$ cat src/arind_pkg.sv
`default_nettype none
package arind_pkg;
	localparam logic [15:0] CMD_NEW_REL  = 16'h0116;
	localparam logic [15:0] CMD_CFG_REP  = 16'h0117;
	localparam logic [15:0] MSG_INFO     = 16'h4002;
	localparam logic [15:0] FRAME_ONE    = 16'h0001;
	localparam logic [15:0] ZERO_WORD    = 16'h0000;
	localparam logic [15:0] SUB_PER_SLOT = 16'h0001;
	localparam logic [15:0] REL_TYPE_SINGLE    = 16'h0001;
	localparam logic [15:0] REL_TYPE_REDUN_CAP = 16'h0003;
	localparam logic [15:0] REL_TYPE_CTRL_RED  = 16'h0004;
	localparam logic [15:0] REL_TYPE_DEV_RED   = 16'h0005;
	localparam logic [15:0] REL_TYPE_SUPERVISOR = 16'h0006;
	localparam logic [2:0] KIND_SINGLE = 3'h0;
	localparam logic [2:0] KIND_REDUN  = 3'h1;
	localparam logic [2:0] KIND_CTRL   = 3'h2;
	localparam logic [2:0] KIND_DEV    = 3'h3;
	localparam logic [2:0] KIND_SUPER  = 3'h4;
	localparam int PROP_PAD_W = 21;
	localparam logic [31:0] PROP_UNUSED_MASK = 32'hffff_f880;
	localparam logic [3:0] HW_ID = 4'h0;
	localparam logic [3:0] HW_INFO = 4'h1;
	localparam logic [3:0] HW_CMD = 4'h2;
	localparam logic [3:0] HW_SIZE = 4'h3;
	localparam logic [3:0] HW_FCNT = 4'h4;
	localparam logic [3:0] HW_FNUM = 4'h5;
	localparam logic [3:0] HW_EXT1 = 4'h8;
	localparam logic [3:0] HW_EXT2 = 4'h9;
	localparam logic [3:0] HW_EXT3 = 4'ha;
	localparam logic [3:0] HW_EXT4 = 4'hb;
	localparam logic [3:0] HW_EXT5 = 4'hc;
	localparam logic [3:0] HW_LAST = 4'hf;
	localparam logic [3:0] BK_SLOT = 4'h0;
	localparam logic [3:0] BK_NSUB = 4'h1;
	localparam logic [3:0] BK_MIDH = 4'h2;
	localparam logic [3:0] BK_MIDL = 4'h3;
	localparam logic [3:0] BK_SSLOT = 4'h4;
	localparam logic [3:0] BK_SIDH = 4'h5;
	localparam logic [3:0] BK_SIDL = 4'h6;
	localparam logic [3:0] BK_INL = 4'h7;
	localparam logic [3:0] BK_LAST = 4'h8;
	localparam int BLK_WORDS = 9;
	localparam int FRAG_WORDS = 8;
	localparam int FRAG_SHIFT = 3;
	localparam logic [2:0] MAX_MOD = 3'h4;
	localparam logic [1:0] TW_SLOT = 2'h0;
	localparam logic [1:0] TW_MODID = 2'h1;
	localparam logic [1:0] TW_SUBID = 2'h2;
	localparam logic [1:0] TW_LEN = 2'h3;
	localparam logic [11:0] OFS_CTRL = 12'h000;
	localparam logic [11:0] OFS_STAT = 12'h004;
	localparam logic [11:0] OFS_MASK = 12'h008;
	localparam logic [11:0] OFS_NMOD = 12'h00c;
	localparam logic [11:0] OFS_STATE = 12'h010;
	localparam logic [11:0] OFS_TABLE = 12'h040;
	localparam int CTRL_REL_INFO = 0;
	localparam int ST_REL = 0;
	localparam int ST_CFG = 1;
	localparam int ST_LOST = 2;
	localparam int IRQ_W = 3;
	localparam logic [1:0] RESP_OKAY = 2'h0;
	localparam logic [1:0] RESP_SLVERR = 2'h2;
	typedef enum logic [2:0] {
		ARIND_IDLE = 3'b001,
		ARIND_HDR  = 3'b010,
		ARIND_DATA = 3'b100
	} arind_state_t;
endpackage : arind_pkg
`default_nettype wire

$ cat src/arind_framer.sv
// Implementation choices: the placing of the registers and register access over AXI4-Lite.
`timescale 1ns/1ns
`default_nettype none
// Summary of operation
// - Emit new-relationship message per relationship established while idle; one arriving while busy is dropped and flagged lost.
// - Both messages only when relationship info enabled.
// - New-relationship header fixed; extended words type,props,handle.
// - Type word encodes relationship kind.
// - Properties bits: state, takeover, parameter server.
// - Properties bits: rate, access, companion; rest zero.
// - Config report uses its command, may fragment.
// - Report extended words: fragment, total, handle; size.
// - Last fragment number equals total fragment count.
// - Payload starts with module count, then blocks.
// - Module block: slot, submodule count, module id.
// - Submodule block: subslot, id, input, output lengths.
// - Submodule count is always one.
module arind_framer (
	input  wire logic        aclk,
	input  wire logic        aresetn,
	input  wire logic [11:0] awaddr,
	input  wire logic        awvalid,
	output logic             awready,
	input  wire logic [31:0] wdata,
	input  wire logic [3:0]  wstrb,
	input  wire logic        wvalid,
	output logic             wready,
	output logic [1:0]       bresp,
	output logic             bvalid,
	input  wire logic        bready,
	input  wire logic [11:0] araddr,
	input  wire logic        arvalid,
	output logic             arready,
	output logic [31:0]      rdata,
	output logic [1:0]       rresp,
	output logic             rvalid,
	input  wire logic        rready,
	input  wire logic        rel_est,
	input  wire logic [2:0]  rel_kind,
	input  wire logic [2:0]  rel_state,
	input  wire logic        rel_takeover,
	input  wire logic        rel_param_cm,
	input  wire logic [1:0]  rel_rate,
	input  wire logic        rel_dev_access,
	input  wire logic [1:0]  rel_companion,
	input  wire logic [15:0] rel_handle,
	output logic             mbx_valid,
	input  wire logic        mbx_ready,
	output logic [15:0]      mbx_word,
	output logic             mbx_last,
	output logic             irq
);
	function automatic logic [31:0] merge(input logic [31:0] o, input logic [31:0] n,
		input logic [3:0] s);
		logic [31:0] r;
		r = o;
		for (int i = 0; i < 4; i++) begin
			if (s[i]) begin
				r[i*8 +: 8] = n[i*8 +: 8];
			end
		end
		return r;
	endfunction : merge

	function automatic logic is_tbl(input logic [11:0] a);
		return a >= arind_pkg::OFS_TABLE && a < arind_pkg::OFS_TABLE + 12'h040;
	endfunction : is_tbl

	function automatic logic [15:0] type_code(input logic [2:0] k);
		case (k)
			arind_pkg::KIND_REDUN: type_code = arind_pkg::REL_TYPE_REDUN_CAP;
			arind_pkg::KIND_CTRL: type_code = arind_pkg::REL_TYPE_CTRL_RED;
			arind_pkg::KIND_DEV: type_code = arind_pkg::REL_TYPE_DEV_RED;
			arind_pkg::KIND_SUPER: type_code = arind_pkg::REL_TYPE_SUPERVISOR;
			default: type_code = arind_pkg::REL_TYPE_SINGLE;
		endcase
	endfunction : type_code

	logic                   rel_info_q;
	logic [2:0]             stat_q;
	logic [2:0]             mask_q;
	logic [2:0]             nmod_q;
	logic [31:0]            tbl_q [16];
	logic                   aw_hold_q;
	logic                   w_hold_q;
	logic [11:0]            waddr_q;
	logic [31:0]            wdata_q;
	logic [3:0]             wstrb_q;
	logic                   do_wr;
	logic                   wr_ok;
	logic [31:0]            wmerged;
	logic [31:0]            rd_val;
	logic                   rd_ok;
	arind_pkg::arind_state_t state_q;
	logic                   kind_cfg_q;
	logic [3:0]             hidx_q;
	logic [5:0]             pos_q;
	logic [1:0]             mod_q;
	logic [3:0]             blk_q;
	logic [2:0]             fcnt_q;
	logic [15:0]            frag_q;
	logic [15:0]            msg_id_q;
	logic                   pend_q;
	logic [15:0]            type_q;
	logic [31:0]            props_q;
	logic [15:0]            handle_q;
	logic [5:0]             tot_w;
	logic [15:0]            tot_frag;
	logic [5:0]             remain;
	logic [15:0]            size_bytes;
	logic                   adv;
	logic                   free;
	logic                   capture;
	logic                   cur_last;
	logic                   rel_done;
	logic                   cfg_done;
	logic [15:0]            hdr_word;
	logic [15:0]            pay_word;

	assign awready = !aw_hold_q && !bvalid;
	assign wready = !w_hold_q && !bvalid;
	assign do_wr = aw_hold_q && w_hold_q && !bvalid;
	assign arready = !rvalid;
	assign irq = |(stat_q & mask_q);

	always_ff @(posedge aclk) begin
		if (!aresetn) begin
			aw_hold_q <= 1'b0;
			w_hold_q <= 1'b0;
			waddr_q <= '0;
			wdata_q <= '0;
			wstrb_q <= '0;
			bvalid <= 1'b0;
			bresp <= arind_pkg::RESP_OKAY;
		end else begin
			if (awvalid && awready) begin
				aw_hold_q <= 1'b1;
				waddr_q <= awaddr;
			end
			if (wvalid && wready) begin
				w_hold_q <= 1'b1;
				wdata_q <= wdata;
				wstrb_q <= wstrb;
			end
			if (do_wr) begin
				aw_hold_q <= 1'b0;
				w_hold_q <= 1'b0;
				bvalid <= 1'b1;
				bresp <= wr_ok ? arind_pkg::RESP_OKAY : arind_pkg::RESP_SLVERR;
			end else if (bvalid && bready) begin
				bvalid <= 1'b0;
			end
		end
	end

	always_comb begin
		wr_ok = 1'b1;
		wmerged = 32'h0000_0000;
		if (waddr_q == arind_pkg::OFS_CTRL) begin
			wmerged = merge({31'h0000_0000, rel_info_q}, wdata_q, wstrb_q);
		end else if (waddr_q == arind_pkg::OFS_MASK) begin
			wmerged = merge({29'h0000_0000, mask_q}, wdata_q, wstrb_q);
		end else if (waddr_q == arind_pkg::OFS_NMOD) begin
			wmerged = merge({29'h0000_0000, nmod_q}, wdata_q, wstrb_q);
		end else if (is_tbl(waddr_q)) begin
			wmerged = merge(tbl_q[waddr_q[5:2]], wdata_q, wstrb_q);
		end else if (waddr_q != arind_pkg::OFS_STAT) begin
			wr_ok = 1'b0;
		end
	end

	always_ff @(posedge aclk) begin
		if (!aresetn) begin
			rel_info_q <= 1'b0;
			mask_q <= '0;
			nmod_q <= '0;
		end else if (do_wr) begin
			if (waddr_q == arind_pkg::OFS_CTRL) begin
				rel_info_q <= wmerged[arind_pkg::CTRL_REL_INFO];
			end else if (waddr_q == arind_pkg::OFS_MASK) begin
				mask_q <= wmerged[arind_pkg::IRQ_W-1:0];
			end else if (waddr_q == arind_pkg::OFS_NMOD) begin
				nmod_q <= (wmerged > 32'(arind_pkg::MAX_MOD)) ? arind_pkg::MAX_MOD
					: wmerged[2:0];
			end
		end
	end

	generate
		for (genvar g = 0; g < 16; g++) begin : g_tbl
			always_ff @(posedge aclk) begin
				if (!aresetn) begin
					tbl_q[g] <= '0;
				end else if (do_wr && is_tbl(waddr_q) && waddr_q[5:2] == 4'(g)) begin
					tbl_q[g] <= wmerged;
				end
			end
		end
	endgenerate

	always_ff @(posedge aclk) begin
		if (!aresetn) begin
			stat_q <= '0;
		end else begin
			stat_q <= (stat_q & ~((do_wr && waddr_q == arind_pkg::OFS_STAT)
				? (wdata_q[2:0] & {3{wstrb_q[0]}}) : 3'h0))
				| {(rel_est && rel_info_q && !free), cfg_done, rel_done};
		end
	end

	always_comb begin
		rd_ok = 1'b1;
		rd_val = 32'h0000_0000;
		if (araddr == arind_pkg::OFS_CTRL) begin
			rd_val[arind_pkg::CTRL_REL_INFO] = rel_info_q;
		end else if (araddr == arind_pkg::OFS_STAT) begin
			rd_val[arind_pkg::IRQ_W-1:0] = stat_q;
		end else if (araddr == arind_pkg::OFS_MASK) begin
			rd_val[arind_pkg::IRQ_W-1:0] = mask_q;
		end else if (araddr == arind_pkg::OFS_NMOD) begin
			rd_val[2:0] = nmod_q;
		end else if (araddr == arind_pkg::OFS_STATE) begin
			rd_val = {frag_q, 12'h000, pend_q, state_q};
		end else if (is_tbl(araddr)) begin
			rd_val = tbl_q[araddr[5:2]];
		end else begin
			rd_ok = 1'b0;
		end
	end

	always_ff @(posedge aclk) begin
		if (!aresetn) begin
			rvalid <= 1'b0;
			rdata <= '0;
			rresp <= arind_pkg::RESP_OKAY;
		end else if (arvalid && arready) begin
			rvalid <= 1'b1;
			rdata <= rd_val;
			rresp <= rd_ok ? arind_pkg::RESP_OKAY : arind_pkg::RESP_SLVERR;
		end else if (rvalid && rready) begin
			rvalid <= 1'b0;
		end
	end

	assign tot_w = 6'(1 + arind_pkg::BLK_WORDS * int'(nmod_q));
	assign tot_frag = 16'((int'(tot_w) + arind_pkg::FRAG_WORDS - 1) >> arind_pkg::FRAG_SHIFT);
	assign remain = tot_w - pos_q;
	assign size_bytes = (remain > 6'(arind_pkg::FRAG_WORDS))
		? 16'(arind_pkg::FRAG_WORDS * 2) : {9'h000, remain, 1'b0};
	assign adv = !mbx_valid || mbx_ready;
	assign free = !pend_q && state_q == arind_pkg::ARIND_IDLE;
	assign capture = rel_est && rel_info_q && free;
	assign rel_done = adv && state_q == arind_pkg::ARIND_HDR && !kind_cfg_q
		&& hidx_q == arind_pkg::HW_LAST;
	assign cfg_done = adv && state_q == arind_pkg::ARIND_DATA && pos_q == tot_w - 6'h01;
	assign cur_last = rel_done || cfg_done || (state_q == arind_pkg::ARIND_DATA
		&& fcnt_q == 3'(arind_pkg::FRAG_WORDS - 1));

	always_ff @(posedge aclk) begin
		if (!aresetn) begin
			pend_q <= 1'b0;
			type_q <= '0;
			props_q <= '0;
			handle_q <= '0;
		end else if (capture) begin
			pend_q <= 1'b1;
			type_q <= type_code(rel_kind);
			props_q <= {{arind_pkg::PROP_PAD_W{1'b0}}, rel_companion, rel_dev_access, 1'b0,
				rel_rate, rel_param_cm, rel_takeover, rel_state};
			handle_q <= rel_handle;
		end else if (state_q == arind_pkg::ARIND_IDLE) begin
			pend_q <= 1'b0;
		end
	end

	always_comb begin
		case (hidx_q)
			arind_pkg::HW_ID: hdr_word = msg_id_q;
			arind_pkg::HW_INFO: hdr_word = arind_pkg::MSG_INFO;
			arind_pkg::HW_CMD: hdr_word = kind_cfg_q ? arind_pkg::CMD_CFG_REP
				: arind_pkg::CMD_NEW_REL;
			arind_pkg::HW_SIZE: hdr_word = kind_cfg_q ? size_bytes : arind_pkg::ZERO_WORD;
			arind_pkg::HW_FCNT: hdr_word = arind_pkg::FRAME_ONE;
			arind_pkg::HW_FNUM: hdr_word = arind_pkg::FRAME_ONE;
			arind_pkg::HW_EXT1: hdr_word = kind_cfg_q ? frag_q : type_q;
			arind_pkg::HW_EXT2: hdr_word = kind_cfg_q ? tot_frag : props_q[31:16];
			arind_pkg::HW_EXT3: hdr_word = kind_cfg_q ? handle_q : props_q[15:0];
			arind_pkg::HW_EXT4: hdr_word = kind_cfg_q ? arind_pkg::ZERO_WORD : handle_q;
			default: hdr_word = arind_pkg::ZERO_WORD;
		endcase
	end

	always_comb begin
		case (blk_q)
			arind_pkg::BK_SLOT: pay_word = tbl_q[{mod_q, arind_pkg::TW_SLOT}][15:0];
			arind_pkg::BK_NSUB: pay_word = arind_pkg::SUB_PER_SLOT;
			arind_pkg::BK_MIDH: pay_word = tbl_q[{mod_q, arind_pkg::TW_MODID}][31:16];
			arind_pkg::BK_MIDL: pay_word = tbl_q[{mod_q, arind_pkg::TW_MODID}][15:0];
			arind_pkg::BK_SSLOT: pay_word = tbl_q[{mod_q, arind_pkg::TW_SLOT}][31:16];
			arind_pkg::BK_SIDH: pay_word = tbl_q[{mod_q, arind_pkg::TW_SUBID}][31:16];
			arind_pkg::BK_SIDL: pay_word = tbl_q[{mod_q, arind_pkg::TW_SUBID}][15:0];
			arind_pkg::BK_INL: pay_word = tbl_q[{mod_q, arind_pkg::TW_LEN}][31:16];
			default: pay_word = tbl_q[{mod_q, arind_pkg::TW_LEN}][15:0];
		endcase
		if (pos_q == 6'h00) begin
			pay_word = {13'h0000, nmod_q};
		end
	end

	always_ff @(posedge aclk) begin
		if (!aresetn) begin
			mbx_valid <= 1'b0;
			mbx_word <= '0;
			mbx_last <= 1'b0;
		end else if (adv) begin
			mbx_valid <= state_q != arind_pkg::ARIND_IDLE;
			mbx_word <= (state_q == arind_pkg::ARIND_DATA) ? pay_word : hdr_word;
			mbx_last <= cur_last;
		end
	end

	always_ff @(posedge aclk) begin
		if (!aresetn) begin
			msg_id_q <= '0;
		end else if (adv && cur_last) begin
			msg_id_q <= msg_id_q + 16'h0001;
		end
	end

	// Messages go out back to back; only mbx_ready from the host paces their words.
	always_ff @(posedge aclk) begin
		if (!aresetn) begin
			state_q <= arind_pkg::ARIND_IDLE;
			kind_cfg_q <= 1'b0;
			hidx_q <= '0;
			pos_q <= '0;
			mod_q <= '0;
			blk_q <= '0;
			fcnt_q <= '0;
			frag_q <= '0;
		end else begin
			case (state_q)
				arind_pkg::ARIND_IDLE: begin
					if (pend_q) begin
						state_q <= arind_pkg::ARIND_HDR;
						kind_cfg_q <= 1'b0;
						hidx_q <= '0;
						pos_q <= '0;
						mod_q <= '0;
						blk_q <= '0;
						fcnt_q <= '0;
						frag_q <= 16'h0001;
					end
				end
				arind_pkg::ARIND_HDR: begin
					if (adv) begin
						hidx_q <= hidx_q + 4'h1;
						if (hidx_q == arind_pkg::HW_LAST && kind_cfg_q) begin
							state_q <= arind_pkg::ARIND_DATA;
							fcnt_q <= '0;
						end else if (hidx_q == arind_pkg::HW_LAST) begin
							kind_cfg_q <= 1'b1;
						end
					end
				end
				arind_pkg::ARIND_DATA: begin
					if (adv) begin
						pos_q <= pos_q + 6'h01;
						fcnt_q <= fcnt_q + 3'h1;
						if (pos_q != 6'h00 && blk_q == arind_pkg::BK_LAST) begin
							blk_q <= '0;
							mod_q <= mod_q + 2'h1;
						end else if (pos_q != 6'h00) begin
							blk_q <= blk_q + 4'h1;
						end
						if (cfg_done) begin
							state_q <= arind_pkg::ARIND_IDLE;
						end else if (fcnt_q == 3'(arind_pkg::FRAG_WORDS - 1)) begin
							state_q <= arind_pkg::ARIND_HDR;
							hidx_q <= '0;
							frag_q <= frag_q + 16'h0001;
						end
					end
				end
				default: state_q <= arind_pkg::ARIND_IDLE;
			endcase
		end
	end
endmodule : arind_framer
`default_nettype wire

$ cat config.mk
export PLATFORM = sky130hd
export DESIGN_NAME = arind_framer
export DESIGN_NICKNAME = d
export VERILOG_FILES = /design/src/arind_pkg.sv /design/src/arind_framer.sv
export SDC_FILE = /design/constraint.sdc
export NUM_CORES = 2
export LEC_CHECK = 0
export ABC_AREA = 1
export BUFFER_PORTS_ARGS = -buffer_cell sky130_fd_sc_hd__clkbuf_2
export CORE_MARGIN = 5
export CORE_UTILIZATION = 38
export CTS_CLUSTER_SIZE = 40
export DETAILED_ROUTE_END_ITERATION = 8
export HOLD_SLACK_MARGIN = 0.06
export PLACE_DENSITY = 0.58
export SYNTH_ARGS = -nofsm -noshare
export SYNTH_HDL_FRONTEND = slang
export SYNTH_SLANG_ARGS = --single-unit
$ cat constraint.sdc
create_clock -name aclk -period 6.7 [get_ports aclk]
set_input_delay 0.67 -clock aclk [delete_from_list [all_inputs] [get_ports aclk]]
set_output_delay 0.67 -clock aclk [all_outputs]
set_load 0.05 [all_outputs]
==> impl_metrics.xml <==
<?xml version="1.0" encoding="UTF-8"?>
<metrics>
  <group name="final_layout">
    <metric name="flow.area_growth_from_synthesis" unit="%">11.4</metric>
    <metric name="design.final.nets" unit="">5393</metric>
    <metric name="post_route_cells_drive_above_1_share" unit="%">8.48</metric>
    <metric name="multi_input_comb_area" unit="mm²">0.0187</metric>
    <metric name="fill_cells" unit="">10800</metric>
    <metric name="finish.utilization" unit="%">42.6</metric>
    <metric name="top_library_cells_by_usage_in_the_layout_fill_and_taps_aside" unit="">sky130_fd_sc_hd__nand2_1 (962), sky130_fd_sc_hd__nor2_1 (905), sky130_fd_sc_hd__nand3_1 (543)</metric>
    <metric name="seqCellArea" unit="mm²">0.0195</metric>
    <metric name="leading_cell_type_in_the_layout_fill_and_taps_excluded" unit="">sky130_fd_sc_hd__nand2_1</metric>
    <metric name="layoutNonFillerInstCount" unit="">6749</metric>
  </group>
  <group name="route">
    <metric name="drt_pass1_iterations" unit="">7</metric>
    <metric name="detail_route.wl_per_cell" unit="µm">28.8</metric>
    <metric name="drc_errors" unit="">0</metric>
    <metric name="drt_iter0_markers" unit="">7055</metric>
    <metric name="wirelength" unit="µm">194000</metric>
    <metric name="final_antenna_net_count" unit="">0</metric>
    <metric name="drt-vias-per-instance" unit="">6.24</metric>
    <metric name="total_number_of_vias" unit="">42100</metric>
  </group>
  <group name="timing">
    <metric name="finalHoldViolations" unit="">0</metric>
    <metric name="finalSetupTns" unit="ns">0</metric>
    <metric name="rsz0062_at_grt" unit="">no</metric>
    <metric name="final.period_utilization" unit="%">64.9</metric>
    <metric name="timing_worst_slew_pin_value" unit="ns">1.22</metric>
    <metric name="maxClockFrequency" unit="MHz">230</metric>
    <metric name="fin_worst_skew" unit="ns">0.0403</metric>
    <metric name="fin_worst_hold_slack" unit="ns">0.223</metric>
    <metric name="setup_viol_count_final" unit="">0</metric>
    <metric name="timing.slew.headroom" unit="%">18.6</metric>
    <metric name="pins_over_slew_limit" unit="">0</metric>
    <metric name="period_minus_slack" unit="ns">4.35</metric>
  </group>
  <group name="cts">
    <metric name="tritoncts_num_sinks" unit="">717</metric>
    <metric name="worst_setup_hold_path_clk_slew" unit="ns">0.06</metric>
    <metric name="postCtsHoldBufs" unit="">0</metric>
    <metric name="number_of_buffers_inserted_during_clock_tree_synthesis" unit="">83</metric>
    <metric name="clk_root_buffer_cell" unit="">sky130_fd_sc_hd__clkbuf_16</metric>
    <metric name="ctsHtreeMaxLevel" unit="">3</metric>
    <metric name="cts_buffer_depth" unit="">3</metric>
    <metric name="number_of_buffers_inserted_by_post_cts_setup_repair" unit="">0</metric>
    <metric name="tritoncts_clock_tree" unit="">built</metric>
    <metric name="clock_insertion_delay_worst_skew" unit="ns">0.70</metric>
    <metric name="postCtsResizedCells" unit="">0</metric>
  </group>
  <group name="pwr">
    <metric name="vdd.ir_drop.worst" unit="mV">0.221</metric>
    <metric name="p_leak" unit="nW">16.7</metric>
    <metric name="power_per_cell_area" unit="mW/mm²">272</metric>
  </group>
  <group name="critical_path">
    <metric name="cp_data_arrival_time" unit="ns">4.92</metric>
    <metric name="r2r_path_end" unit="">nmod_q[2]$_SDFFE_PN0P_</metric>
    <metric name="cp_peak_stage_delay" unit="ns">0.58</metric>
    <metric name="crit_cells" unit="">15</metric>
    <metric name="path_buf_inv" unit="">4</metric>
    <metric name="cp_max_fo" unit="">43</metric>
    <metric name="ff2ff_setup_slack" unit="ns">2.35</metric>
    <metric name="critical_setup_path_kind" unit="">flop to flop</metric>
    <metric name="cp.required" unit="ns">7.26</metric>
    <metric name="r2r.worst_path.cells" unit="">15</metric>
    <metric name="worstPathCellList" unit="">buf_4, inv_2, buf_4, nand3_1, nand3_1, nand3_1, nand2_1, nand2_1, nand2_1, nor2_1, nand3_1, nor2_1, nand2_1, o21ai_1, inv_1</metric>
    <metric name="kind_of_launch_point_of_the_worst_setup_path" unit="">flop</metric>
    <metric name="slowest_stage" unit="">sky130_fd_sc_hd__nand2_1</metric>
    <metric name="critical_path.endpoint_type" unit="">flop</metric>
    <metric name="crit_family" unit="">simple AND/OR/NAND/NOR gates</metric>
  </group>
  <group name="place">
    <metric name="place.detailed.hpwl" unit="µm">115000</metric>
    <metric name="io_buffers" unit="">155</metric>
    <metric name="numPlacedInstances" unit="">6590</metric>
    <metric name="gp_routability_congestion" unit="">0.985</metric>
  </group>
  <group name="die">
    <metric name="die_area" unit="mm²">0.114</metric>
    <metric name="dieHeight" unit="µm">338</metric>
    <metric name="core-area" unit="mm²">0.107</metric>
    <metric name="initial_utilization" unit="%">38.2</metric>
    <metric name="io_pins" unit="">158</metric>
    <metric name="die_x" unit="µm">338</metric>
    <metric name="placement_rows" unit="">120</metric>
  </group>
  <group name="run_status">
    <metric name="status" unit="">finished clean</metric>
  </group>
  <group name="min_path">
    <metric name="timing.hold.worst.start" unit="">rel_dev_access</metric>
    <metric name="worstHoldPathCells" unit="">3</metric>
    <metric name="worstHoldPathType" unit="">primary input to flop</metric>
    <metric name="whs_endpoint" unit="">props_q[8]$_SDFFE_PN0P_</metric>
  </group>
  <group name="global_routing">
    <metric name="initial_antenna_violation_count" unit="">7</metric>
    <metric name="grt_usage" unit="%">32.3</metric>
    <metric name="grt_max_degree" unit="">194</metric>
    <metric name="grt.overflow.total" unit="">0</metric>
    <metric name="grt_pass1_wl" unit="µm">274000</metric>
    <metric name="first_global_vias" unit="">38700</metric>
  </group>
  <group name="synth">
    <metric name="postSynth.topFlopCell" unit="">sky130_fd_sc_hd__edfxtp_1</metric>
    <metric name="synth.largest_area_cell" unit="">sky130_fd_sc_hd__edfxtp_1</metric>
    <metric name="netlist_top_cells_area" unit="">sky130_fd_sc_hd__edfxtp_1 (38%), sky130_fd_sc_hd__dfxtp_1 (10%), sky130_fd_sc_hd__nand2_1 (8.9%)</metric>
    <metric name="syn-mean-instance-area" unit="µm²">7.64</metric>
    <metric name="netlist_instances" unit="">5353</metric>
    <metric name="synth_warnings" unit="">0</metric>
    <metric name="mappedNetlistArea" unit="mm²">0.0409</metric>
    <metric name="number_of_enable_type_register_cells_in_the_synthesized_netlist" unit="">512</metric>
    <metric name="synth.yosys.seq_area_share" unit="%">47.6</metric>
    <metric name="synth_top_cell_area_share" unit="%">37.6</metric>
    <metric name="yosys_register_bits" unit="">717</metric>
    <metric name="synth_cell_type_count" unit="">59</metric>
    <metric name="synth_async_sr_flop_share" unit="%">0</metric>
  </group>
  <group name="job">
    <metric name="maxCapViolations" unit="">0</metric>
  </group>
</metrics>
-- kinds of logic after synthesis --
family / Yosys count / share of synthesized area [%]
AND/OR/NAND/NOR: 2545 / 25.8
buffers and inverters: 752 / 7.20
other: 1 / 0.00917
AO/OA/AOI/OAI: 1275 / 17.8
flip-flops: 717 / 47.6
adder cells (fa/ha/maj): 23 / 0.722
XOR/XNOR: 40 / 0.856
-- metrics by stage --
stage | cell area, µm² | total power, W | setup slack (ns)
4_1_cts | 45600 | 0.0123 | 2.54
3_3_place_gp | 42800 | 0.00762 | 2.52
5_1_grt | 45600 | 0.0127 | 2.21
2_1_floorplan | 40900 | 0.00668 | 2.39
3_5_place_dp | 42800 | 0.00762 | 2.52
6_report | 45600 | 0.0124 | 2.35
-- layer usage --
metal  GRT usage (%)  share of wire, %  vias up
met5               0             0.024        -
li1                -                 -    18300
met4            23.4               8.8        8
met3            9.47                14      792
met1            40.6                36    19800
met2            47.1                41     3238
-- where the power goes --
part	total, W	leakage (nW)	internal (W)	switching [W]
sequential	0.00513	6.95	0.00493	0.000200
clock	0.00473	1.36	0.00274	0.00200
combinational	0.00252	8.41	0.000589	0.00193
-- Yosys cell counts (12+ instances only) --
cell type	count
sky130_fd_sc_hd__a21oi_1	337
sky130_fd_sc_hd__dfxtp_1	205
sky130_fd_sc_hd__nand4_1	35
sky130_fd_sc_hd__ha_1	22
sky130_fd_sc_hd__nand3_1	543
sky130_fd_sc_hd__o21ai_0	536
sky130_fd_sc_hd__o2111ai_1	29
sky130_fd_sc_hd__xor2_1	32
sky130_fd_sc_hd__o211ai_1	40
sky130_fd_sc_hd__buf_2	63
sky130_fd_sc_hd__buf_1	43
sky130_fd_sc_hd__nand2_1	972
sky130_fd_sc_hd__clkbuf_1	302
sky130_fd_sc_hd__o31ai_1	13
sky130_fd_sc_hd__o311ai_0	15
sky130_fd_sc_hd__nor2_1	911
sky130_fd_sc_hd__nor3_1	42
sky130_fd_sc_hd__inv_1	327
sky130_fd_sc_hd__o221ai_1	38
sky130_fd_sc_hd__o22ai_1	203
sky130_fd_sc_hd__edfxtp_1	512
sky130_fd_sc_hd__a22oi_1	12
-- worst max path at each step --
stage	startpoint	end	slack, ns
after CTS	flop	nmod_q[2]$_SDFFE_PN0P_	2.54
after global routing	flop	nmod_q[2]$_SDFFE_PN0P_	2.21
final	flop	nmod_q[2]$_SDFFE_PN0P_	2.35
after floorplan	bvalid$_SDFFE_PN0P_	tbl_q[13][0]$_SDFFCE_PN0P_	2.39
after global placement	flop	nmod_q[2]$_SDFFE_PN0P_	2.52
after detailed placement	flop	nmod_q[2]$_SDFFE_PN0P_	2.52
-- registers in the layout (all words and copies together), names as in the netlist, 6 cells and up, named ones only --
signal	cells
tbl_q	512
rdata	32
wdata_q	32
frag_q	16
handle_q	16
mbx_word	16
msg_id_q	16
waddr_q	12
props_q	10
pos_q	6
-- layout make-up --
type	instances	area share (%)
inverter	336	2.80
clock buffer	117	5.25
multi-input combinational	3885	41.0
clock inverter	39	0.873
sequential	717	42.8
tap	1403	3.85
antenna	3	0.0165
timing repair buffer	249	3.39
-- tightest hold or removal path, delay by kind of cell --
family | cells | cell delay (ns)
AND/OR/NAND/NOR | 2 | 0.11
buffers and inverters | 1 | 0.07
Power figures use the tool's default switching activity.
